===== config.mk =====
export PLATFORM = sky130hd
export DESIGN_NAME = pcbr_ring
export DESIGN_NICKNAME = d
export VERILOG_FILES = /design/src/pcbr_pkg.sv /design/src/pcbr_ring.sv /design/src/pcbr_rand.sv /design/src/pcbr_reload.sv
export SDC_FILE = /design/constraint.sdc
export NUM_CORES = 2
export LEC_CHECK = 0
export ABC_CLOCK_PERIOD_IN_PS = 10500
export BUFFER_PORTS_ARGS = -buffer_cell sky130_fd_sc_hd__buf_2
export CELL_PAD_IN_SITES_DETAIL_PLACEMENT = 1
export CELL_PAD_IN_SITES_GLOBAL_PLACEMENT = 2
export CORE_MARGIN = 5
export CORE_UTILIZATION = 33
export CTS_CLUSTER_DIAMETER = 100
export DETAILED_ROUTE_END_ITERATION = 6
export PLACE_DENSITY = 0.83
export SYNTH_ARGS = -nofsm -noshare
export SYNTH_HDL_FRONTEND = slang
export SYNTH_SLANG_ARGS = --single-unit
export TNS_END_PERCENT = 100

===== constraint.sdc =====
create_clock -name clk -period 10.5 [get_ports clk]
set_clock_uncertainty 0.05 [all_clocks]
set_input_delay 2.1 -clock clk [delete_from_list [all_inputs] [get_ports clk]]
set_output_delay 2.1 -clock clk [all_outputs]
set_load 0.1 [all_outputs]

===== src/pcbr_pkg.sv =====
// package for the profiling control block ring logic
package pcbr_pkg;

  // ==========================================================================
  // control block byte offsets
  localparam logic [7:0] PCBR_OFF_FLAGS     = 8'h00;
  localparam logic [7:0] PCBR_OFF_SIZE      = 8'h04;
  localparam logic [7:0] PCBR_OFF_BASE      = 8'h08;
  localparam logic [7:0] PCBR_OFF_HEAD      = 8'h10;
  localparam logic [7:0] PCBR_OFF_DROPPED   = 8'h18;
  localparam logic [7:0] PCBR_OFF_THRESHOLD = 8'h20;
  localparam logic [7:0] PCBR_OFF_TAIL      = 8'h40;
  localparam logic [7:0] PCBR_EVENT_AREA    = 8'h80;

  // ==========================================================================
  // field positions inside the 64-bit word at offset 0
  localparam int PCBR_SIZE_LSB  = 32;
  localparam int PCBR_SIZE_MSB  = 59;
  localparam int PCBR_RAND_LSB  = 60;
  localparam int PCBR_RAND_MSB  = 63;
  localparam int PCBR_THR_IE_BIT = 31;

  localparam logic [27:0] PCBR_ZERO28 = 28'h0000000;
  localparam logic [63:0] PCBR_ZERO64 = 64'h0000000000000000;
  localparam logic [63:0] PCBR_ONE64  = 64'h0000000000000001;

  // memory request carried to the memory port
  typedef struct packed {
    logic        valid;
    logic        write;
    logic [63:0] addr;
    logic [63:0] wdata;
    logic [1:0]  size;   // 0:4 bytes 1:8 bytes
  } pcbr_mem_req_t;

  // answer from memory
  typedef struct packed {
    logic        done;
    logic        fault;  // read-only or unmapped
    logic [63:0] rdata;
  } pcbr_mem_rsp_t;

endpackage : pcbr_pkg


===== src/pcbr_ring.sv =====
// profiling control block loader and event ring head logic
module pcbr_ring
  import pcbr_pkg::*;
#(
  parameter int          CW       = 26,
  parameter logic [31:0] REC_SIZE = 32'h00000020
)(
  input  wire logic          clk,          // core clock
  input  wire logic          rst_n,        // sync reset, active low
  input  wire logic          load_instr,   // load control block pulse
  input  wire logic          disable_req,  // stop profiling pulse
  input  wire logic [63:0]   pcb_addr,     // control block linear address
  input  wire logic [63:0]   seg_base,     // segment base for linear conversion
  input  wire logic [31:0]   feature_cfg,  // available feature bits
  input  wire logic          event_req,    // record store request pulse
  input  wire logic [63:0]   event_data,   // record word to store
  input  wire logic [CW-1:0] interval,     // event interval
  input  wire pcbr_mem_rsp_t mem_rsp,      // memory answer
  output pcbr_mem_req_t      mem_req,      // memory request
  output logic               enabled,      // session active
  output logic               busy,         // sequence in progress
  output logic               event_done,   // record handled pulse
  output logic               exception,    // access fault pulse
  output logic               thr_irq,      // threshold interrupt pulse
  output logic [31:0]        flags_en,     // features actually enabled
  output logic [7:0]         event_offset, // event area offset reported
  output logic [CW-1:0]      counter       // randomised event counter
);
  typedef enum {S_IDLE, S_RD_FLAGS, S_WR_FLAGS, S_RD_BASE, S_RD_HEAD, S_RD_THR,
                S_RD_TAIL, S_WR_REC, S_WR_HEAD, S_INC_DROP, S_RD_DROP, S_FAULT} pcbr_state_t;

  pcbr_state_t   st_reg, st_next;
  pcbr_mem_req_t req_reg, req_next;
  logic          en_reg, en_next, busy_reg, busy_next;
  logic          done_reg, done_next, exc_reg, exc_next, irq_reg, irq_next;
  logic [31:0]   flags_reg, flags_next, head_reg, head_next, tail_reg, tail_next;
  logic [31:0]   thr_reg, thr_next;
  logic [27:0]   size_reg, size_next;
  logic [3:0]    rnd_reg, rnd_next;
  logic [63:0]   base_reg, base_next, drop_reg, drop_next;
  logic [CW-1:0] cnt_reg, cnt_next;
  logic          pend_reg, pend_next;
  logic [CW-1:0] rnd_word, reload_val;
  logic          rnd_step;

  pcbr_rand #(.W(CW)) u_rand (
    .clk   (clk),
    .rst_n (rst_n),
    .step  (rnd_step),
    .value (rnd_word)
  );

  pcbr_reload #(.W(CW)) u_reload (
    .interval  (interval),
    .rand_bits (rnd_reg),
    .rnd       (rnd_word),
    .reload    (reload_val)
  );

  // ==========================================================================
  // helpers
  function automatic logic [31:0] rdown(input logic [31:0] v);
    rdown = v - (v % REC_SIZE);
  endfunction

  logic [31:0] size32, head_adv, used;
  always_comb
  begin
    size32   = {4'h0, size_reg};
    head_adv = (head_reg + REC_SIZE >= size32) ? 32'h00000000 : head_reg + REC_SIZE;
    used     = (head_adv >= tail_reg) ? head_adv - tail_reg : head_adv + size32 - tail_reg;
  end

  function automatic pcbr_mem_req_t mk(input logic wr, input logic [63:0] a,
                                       input logic [63:0] d, input logic [1:0] sz);
    mk.valid = 1'b1;
    mk.write = wr;
    mk.addr  = a;
    mk.wdata = d;
    mk.size  = sz;
  endfunction

  // ==========================================================================
  // sequencer
  always_comb
  begin
    st_next    = st_reg;
    req_next   = req_reg;
    en_next    = en_reg;
    done_next  = 1'b0;
    exc_next   = 1'b0;
    irq_next   = 1'b0;
    flags_next = flags_reg;
    head_next  = head_reg;
    tail_next  = tail_reg;
    thr_next   = thr_reg;
    size_next  = size_reg;
    rnd_next   = rnd_reg;
    base_next  = base_reg;
    drop_next  = drop_reg;
    cnt_next   = cnt_reg;
    pend_next  = pend_reg | (event_req & en_reg);
    rnd_step   = 1'b0;
    busy_next  = (st_reg != S_IDLE);
    if (disable_req)
      en_next = 1'b0;
    if (req_reg.valid && mem_rsp.done && mem_rsp.fault)
    begin
      req_next = '0;
      st_next  = S_FAULT;
    end
    else
    begin
      case (st_reg)
        S_IDLE:
        begin
          if (load_instr)
          begin
            en_next  = 1'b0;
            req_next = mk(1'b0, pcb_addr + {56'h0, PCBR_OFF_FLAGS}, PCBR_ZERO64, 2'd1);
            st_next  = S_RD_FLAGS;
          end
          else if (pend_reg && en_reg)
          begin
            // tail is software owned, fetch it fresh for every record
            pend_next = 1'b0;
            req_next  = mk(1'b0, pcb_addr + {56'h0, PCBR_OFF_TAIL}, PCBR_ZERO64, 2'd0);
            st_next   = S_RD_TAIL;
          end
        end
        S_RD_FLAGS:
          if (mem_rsp.done)
          begin
            flags_next = mem_rsp.rdata[31:0] & feature_cfg;
            size_next  = mem_rsp.rdata[PCBR_SIZE_MSB:PCBR_SIZE_LSB] -
                         28'(mem_rsp.rdata[PCBR_SIZE_MSB:PCBR_SIZE_LSB] % REC_SIZE);
            rnd_next   = mem_rsp.rdata[PCBR_RAND_MSB:PCBR_RAND_LSB];
            req_next   = mk(1'b1, pcb_addr + {56'h0, PCBR_OFF_FLAGS},
                            {32'h0, mem_rsp.rdata[31:0] & feature_cfg}, 2'd0);
            st_next    = S_WR_FLAGS;
          end
        S_WR_FLAGS:
          if (mem_rsp.done)
          begin
            req_next = mk(1'b0, pcb_addr + {56'h0, PCBR_OFF_BASE}, PCBR_ZERO64, 2'd1);
            st_next  = S_RD_BASE;
          end
        S_RD_BASE:
          if (mem_rsp.done)
          begin
            base_next = mem_rsp.rdata + seg_base;
            req_next  = mk(1'b0, pcb_addr + {56'h0, PCBR_OFF_HEAD}, PCBR_ZERO64, 2'd0);
            st_next   = S_RD_HEAD;
          end
        S_RD_HEAD:
          if (mem_rsp.done)
          begin
            head_next = (mem_rsp.rdata[31:0] >= size32) ? 32'h00000000 : rdown(mem_rsp.rdata[31:0]);
            req_next  = mk(1'b0, pcb_addr + {56'h0, PCBR_OFF_THRESHOLD}, PCBR_ZERO64, 2'd0);
            st_next   = S_RD_THR;
          end
        S_RD_THR:
          if (mem_rsp.done)
          begin
            thr_next = rdown(mem_rsp.rdata[31:0]);
            req_next = mk(1'b0, pcb_addr + {56'h0, PCBR_OFF_DROPPED}, PCBR_ZERO64, 2'd1);
            st_next  = S_RD_DROP;
          end
        S_RD_DROP:
          if (mem_rsp.done)
          begin
            drop_next = mem_rsp.rdata;
            req_next  = '0;
            en_next   = 1'b1;
            pend_next = 1'b0;
            cnt_next  = reload_val;
            rnd_step  = 1'b1;
            st_next   = S_IDLE;
          end
        S_RD_TAIL:
          if (mem_rsp.done)
          begin
            tail_next = mem_rsp.rdata[31:0];
            req_next  = mk(1'b1, base_reg + {32'h0, head_reg}, event_data, 2'd1);
            st_next   = S_WR_REC;
          end
        S_WR_REC:
          if (mem_rsp.done)
          begin
            cnt_next = reload_val;
            rnd_step = 1'b1;
            if (head_adv == tail_reg)
            begin
              // ring full: the record just written gets overwritten next time
              drop_next = drop_reg + PCBR_ONE64;
              req_next  = mk(1'b1, pcb_addr + {56'h0, PCBR_OFF_DROPPED}, drop_reg + PCBR_ONE64, 2'd1);
              st_next   = S_INC_DROP;
            end
            else
            begin
              head_next = head_adv;
              irq_next  = flags_reg[PCBR_THR_IE_BIT] && (used >= thr_reg);
              req_next  = mk(1'b1, pcb_addr + {56'h0, PCBR_OFF_HEAD}, {32'h0, head_adv}, 2'd0);
              st_next   = S_WR_HEAD;
            end
          end
        S_WR_HEAD, S_INC_DROP:
          if (mem_rsp.done)
          begin
            req_next  = '0;
            done_next = 1'b1;
            st_next   = S_IDLE;
          end
        S_FAULT:
        begin
          exc_next  = 1'b1;
          en_next   = 1'b0;
          pend_next = 1'b0;
          st_next   = S_IDLE;
        end
        default:
          st_next = S_IDLE;
      endcase
    end
  end

  always_ff @(posedge clk)
  begin
    if (!rst_n)
    begin
      st_reg    <= S_IDLE;
      req_reg   <= '0;
      en_reg    <= 1'b0;
      busy_reg  <= 1'b0;
      done_reg  <= 1'b0;
      exc_reg   <= 1'b0;
      irq_reg   <= 1'b0;
      flags_reg <= 32'h00000000;
      head_reg  <= 32'h00000000;
      tail_reg  <= 32'h00000000;
      thr_reg   <= 32'h00000000;
      size_reg  <= PCBR_ZERO28;
      rnd_reg   <= 4'h0;
      base_reg  <= PCBR_ZERO64;
      drop_reg  <= PCBR_ZERO64;
      cnt_reg   <= '0;
      pend_reg  <= 1'b0;
    end
    else
    begin
      st_reg    <= st_next;
      req_reg   <= req_next;
      en_reg    <= en_next;
      busy_reg  <= busy_next;
      done_reg  <= done_next;
      exc_reg   <= exc_next;
      irq_reg   <= irq_next;
      flags_reg <= flags_next;
      head_reg  <= head_next;
      tail_reg  <= tail_next;
      thr_reg   <= thr_next;
      size_reg  <= size_next;
      rnd_reg   <= rnd_next;
      base_reg  <= base_next;
      drop_reg  <= drop_next;
      cnt_reg   <= cnt_next;
      pend_reg  <= pend_next;
    end
  end

  logic [7:0] evoff_reg;
  always_ff @(posedge clk)
  begin
    if (!rst_n)
      evoff_reg <= 8'h00;
    else
      evoff_reg <= PCBR_EVENT_AREA;
  end

  assign mem_req      = req_reg;
  assign enabled      = en_reg;
  assign busy         = busy_reg;
  assign event_done   = done_reg;
  assign exception    = exc_reg;
  assign thr_irq      = irq_reg;
  assign flags_en     = flags_reg;
  assign event_offset = evoff_reg;
  assign counter      = cnt_reg;

  // ==========================================================================
  // checks
  a_tail_never_written: assert property (@(posedge clk) disable iff (!rst_n)
    (req_reg.valid && req_reg.write) |-> (req_reg.addr != pcb_addr + {56'h0, PCBR_OFF_TAIL}))
    else $error("tail field written");
  a_fault_raises_exc: assert property (@(posedge clk) disable iff (!rst_n)
    (req_reg.valid && mem_rsp.done && mem_rsp.fault) |-> ##2 exc_reg)
    else $error("fault without exception");
  a_head_in_ring: assert property (@(posedge clk) disable iff (!rst_n)
    (en_reg && size_reg != PCBR_ZERO28) |-> (head_reg < size32) && (head_reg % REC_SIZE == 0))
    else $error("head out of ring");
  a_full_keeps_head: assert property (@(posedge clk) disable iff (!rst_n)
    (st_reg == S_WR_REC && mem_rsp.done && !mem_rsp.fault && head_adv == tail_reg)
    |=> (head_reg == $past(head_reg)) && (drop_reg == $past(drop_reg) + PCBR_ONE64))
    else $error("full ring mishandled");
  a_head_advances: assert property (@(posedge clk) disable iff (!rst_n)
    (st_reg == S_WR_REC && mem_rsp.done && !mem_rsp.fault && head_adv != tail_reg)
    |=> head_reg == $past(head_adv))
    else $error("head not advanced");
  a_flags_masked: assert property (@(posedge clk) disable iff (!rst_n)
    (st_reg == S_RD_FLAGS && mem_rsp.done && !mem_rsp.fault)
    |=> flags_reg == ($past(mem_rsp.rdata[31:0]) & $past(feature_cfg)))
    else $error("flags not masked");
  a_size_rounded: assert property (@(posedge clk) disable iff (!rst_n)
    en_reg |-> (size32 % REC_SIZE == 0))
    else $error("ring size not rounded");
  a_rec_at_head: assert property (@(posedge clk) disable iff (!rst_n)
    (st_reg == S_WR_REC && req_reg.valid) |-> req_reg.addr == base_reg + {32'h0, head_reg})
    else $error("record address wrong");
  a_load_reads_flags: assert property (@(posedge clk) disable iff (!rst_n)
    (st_reg == S_IDLE && load_instr) |=> st_reg == S_RD_FLAGS && req_reg.valid && !req_reg.write)
    else $error("load did not start");
endmodule // pcbr_ring


===== src/pcbr_rand.sv =====
// pseudo-random source for counter low bits
module pcbr_rand
  import pcbr_pkg::*;
#(
  parameter int W = 26
)(
  input  wire logic         clk,    // core clock
  input  wire logic         rst_n,  // sync reset, active low
  input  wire logic         step,   // advance the sequence
  output logic [W-1:0]      value   // current random word
);
  logic [31:0] lfsr_reg;
  logic [31:0] lfsr_next;

  always_comb
  begin
    lfsr_next = lfsr_reg;
    if (step)
    begin
      lfsr_next = {lfsr_reg[30:0], lfsr_reg[31] ^ lfsr_reg[21] ^ lfsr_reg[1] ^ lfsr_reg[0]};
    end
  end

  always_ff @(posedge clk)
  begin
    if (!rst_n)
      lfsr_reg <= 32'hACE1ACE1;
    else
      lfsr_reg <= lfsr_next;
  end

  assign value = lfsr_reg[W-1:0];
endmodule // pcbr_rand


===== src/pcbr_reload.sv =====
// counter reload with randomised low bits
module pcbr_reload
  import pcbr_pkg::*;
#(
  parameter int W = 26
)(
  input  wire logic [W-1:0] interval,  // programmed interval
  input  wire logic [3:0]   rand_bits, // count of random low bits
  input  wire logic [W-1:0] rnd,       // random word
  output logic [W-1:0]      reload     // value loaded into counter
);
  logic [W-1:0] mask;

  always_comb
  begin
    mask = '0;
    for (int i = 0; i < W; i++)
    begin
      if (i < int'(rand_bits))
        mask[i] = 1'b1;
    end
    reload = (interval & ~mask) | (rnd & mask);
  end
endmodule // pcbr_reload


==> flow_metrics.env <==
export IMPL_yosysUniqueCellTypes=103
export IMPL_drc=0
export IMPL_final_setup_viol_count=0
export IMPL_ys_seq_area_share_pct=25.0
export IMPL_postCtsSetupBuffers=0
export IMPL_cpMaxStageDelayCell="o211ai_1"
export IMPL_finalCriticalPeriod_ns=8.80
export IMPL_fin_area_um2=44300
export IMPL_clockBufferDepth=3
export IMPL_cp_startpoint="head_reg[7]$_SDFFE_PN0P_"
export IMPL_die_height_um=350
export IMPL_start_util_pct=33.3
export IMPL_worst_pin_slew_ns=1.32
export IMPL_worstReg2RegStart="head_reg[7]$_SDFFE_PN0P_"
export IMPL_dp_hpwl_um=165000
export IMPL_rows=124
export IMPL_track_usage_pct=33.4
export IMPL_gp_congestion=0.982
export IMPL_irDropWorstVdd_mv=0.225
export IMPL_die_w_um=350
export IMPL_critPathMaxFanout=17
export IMPL_cts_sinks=478
export IMPL_hp_class="flop to flop"
export IMPL_synth_area_leader_cell="dfxtp_1"
export IMPL_synth_most_common_cell="nand2_1"
export IMPL_fin_nets=6294
export IMPL_leakagePower_nw=17.6
export IMPL_synth_commonest_cells="nand2_1 (749), a21oi_1 (573), dfxtp_1 (478)"
export IMPL_fin_crit_sh_pct=83.8
export IMPL_antenna_found_initial=22
export IMPL_syn_inst=5353
export IMPL_ant_nets=0
export IMPL_port_buffers=515
export IMPL_synth_top_area_share_pct=25.0
export IMPL_fmax_mhz=114
export IMPL_startpoint_type="flop"
export IMPL_maxCapViolCount=0
export IMPL_critical_path_class="flop to flop"
export IMPL_rsz0062_at_grt="false"
export IMPL_drive_above_1_share_pct=13.8
export IMPL_totalWireLength_um=214000
export IMPL_power_density_nw_per_um2=287
export IMPL_path_clk_slew_ns=0.06
export IMPL_min_from="counter[18]$_SDFFE_PN0P_"
export IMPL_ys_dominant_reg_cell="dfxtp_1"
export IMPL_fin_setup_tns_ns=0
export IMPL_yosys_warnings=0
export IMPL_synth_area_leaders="dfxtp_1 (25%), ha_1 (7.9%), a21oi_1 (7.5%), nand2_1 (7.4%), o21ai_0 (4.9%)"
export IMPL_clk_latency_ns=0.70
export IMPL_cts_resized=0
export IMPL_vias_per_cell=6.13
export IMPL_grt_pass1_vias=44000
export IMPL_die_area_um2=123000
export IMPL_cpPeakStageDelay_ns=0.50
export IMPL_htreeDepth=2
export IMPL_numCtsBuffers=61
export IMPL_required_ns=11.02
export IMPL_postPlaceCellArea_um2=42200
export IMPL_drt_first_iter_violations=4343
export IMPL_postCtsHoldBufs=0
export IMPL_synth_edf_count=0
export IMPL_synthArstFlopShare_pct=0
export IMPL_reg2reg_slack_ns=1.70
export IMPL_grt_pass1_wl_um=307000
export IMPL_cp_arrival_ns=9.31
export IMPL_hold_viol=0
export IMPL_ios=524
export IMPL_clock_root_buffer="clkbuf_16"
export IMPL_vias=44600
export IMPL_relSlewSlack_pct=11.4
export IMPL_coreArea_um2=115000
export IMPL_synth_area_per_cell_um2=7.14
export IMPL_syn_to_final_growth_pct=16.1
export IMPL_n_fill_cell=14500
export IMPL_crit_path_end_kind="flop"
export IMPL_post_drt_wl_per_cell_um=29.5
export IMPL_largest_reg_flops=131
export IMPL_drt_pass1_iter_count=6
export IMPL_netlist_area_um2=38200
export IMPL_grt_max_degree=105
export IMPL_cts_tree="yes"
export IMPL_ys_ff_latch=478
export IMPL_grt_overflow_total=0
export IMPL_slew_violations=0
export IMPL_status="finished, final reports clean"
-- cells in the final DEF, fill, tap and decap left out, types with 72 or more instances in the layout --
cell	instances
dfxtp_1	478
a21o_1	87
nand4_1	101
a21oi_1	571
buf_4	90
nand3_1	214
a22oi_1	76
xnor2_1	155
nor3_1	149
xor2_1	97
ha_1	241
inv_1	246
nor2_1	456
buf_2	514
o21ai_0	377
a211oi_1	72
nand2_1	745
-- per-layer routing --
metal | up-vias | wire length, um | track usage, % | part of all wire, %
met5 | - | 68 | 0 | 0.032
met1 | 22100 | 92600 | 44.8 | 43
met2 | 1900 | 94500 | 53.3 | 44
li1 | 20100 | - | - | -
met3 | 501 | 17200 | 6.23 | 8.0
met4 | 10 | 10100 | 12.9 | 4.7
-- per-stage QoR --
step | std cells | setup slack [ns] | total power, W | utilization (%) | hold slack, ns
floorplan | 5366 | 3.27 | 0.00784 | - | 0.382
global placement | 7152 | 2.06 | 0.0103 | 36.8 | 0.380
detailed placement | 7152 | 1.93 | 0.0103 | 36.8 | 0.397
CTS | 7264 | 1.85 | 0.0126 | 38.7 | 0.406
global route | 7265 | 1.16 | 0.0134 | 38.7 | 0.422
finish | 7267 | 1.70 | 0.0127 | 38.7 | 0.405
-- where the power goes --
part	total (W)	internal, W	switching (W)
Combinational	0.00823	0.00255	0.00569
Clock	0.00225	0.00129	0.000954
Sequential	0.00226	0.00205	0.000206
-- critical path: cells and delay by family (launching register included) --
family | cells | cell delay [ns]
AO/OA/AOI/OAI | 16 | 3.64
XOR/XNOR | 2 | 0.49
adder cells (fa/ha/maj) | 4 | 1.47
buffers and inverters | 2 | 0.33
flip-flops | 1 | 0.46
AND/OR/NAND/NOR | 10 | 2.23
-- worst paths after layout --
path                            cells after the start                  endpoint
worst max-delay path                               34        thr_irq$_SDFF_PP0_
worst min-delay path                                2  counter[18]$_SDFFE_PN0P_
worst max register to register                     34        thr_irq$_SDFF_PP0_
worst min register to register                      2  counter[18]$_SDFFE_PN0P_
-- cells by family after synthesis --
family                   synth area share [%]
adder cells (fa/ha/maj)                  9.41
other                                  0.0197
flip-flops                               25.0
buffers and inverters                    5.99
multiplexers                            0.923
AO/OA/AOI/OAI                            28.3
XOR/XNOR                                 5.78
AND/OR/NAND/NOR                          24.6
-- area by class of cell --
cell class	count	area (um^2)	area share, %
Multi-Input combinational cell	4310	26600	59.9
Sequential cell	478	9570	21.6
Timing Repair Buffer	605	3270	7.37
Tap cell	1512	1890	4.27
Inverter	247	935	2.11
Clock buffer	83	1750	3.94
Clock inverter	29	367	0.827
Antenna cell	3	7.51	0.0169
(Power assumes the default switching activity.)
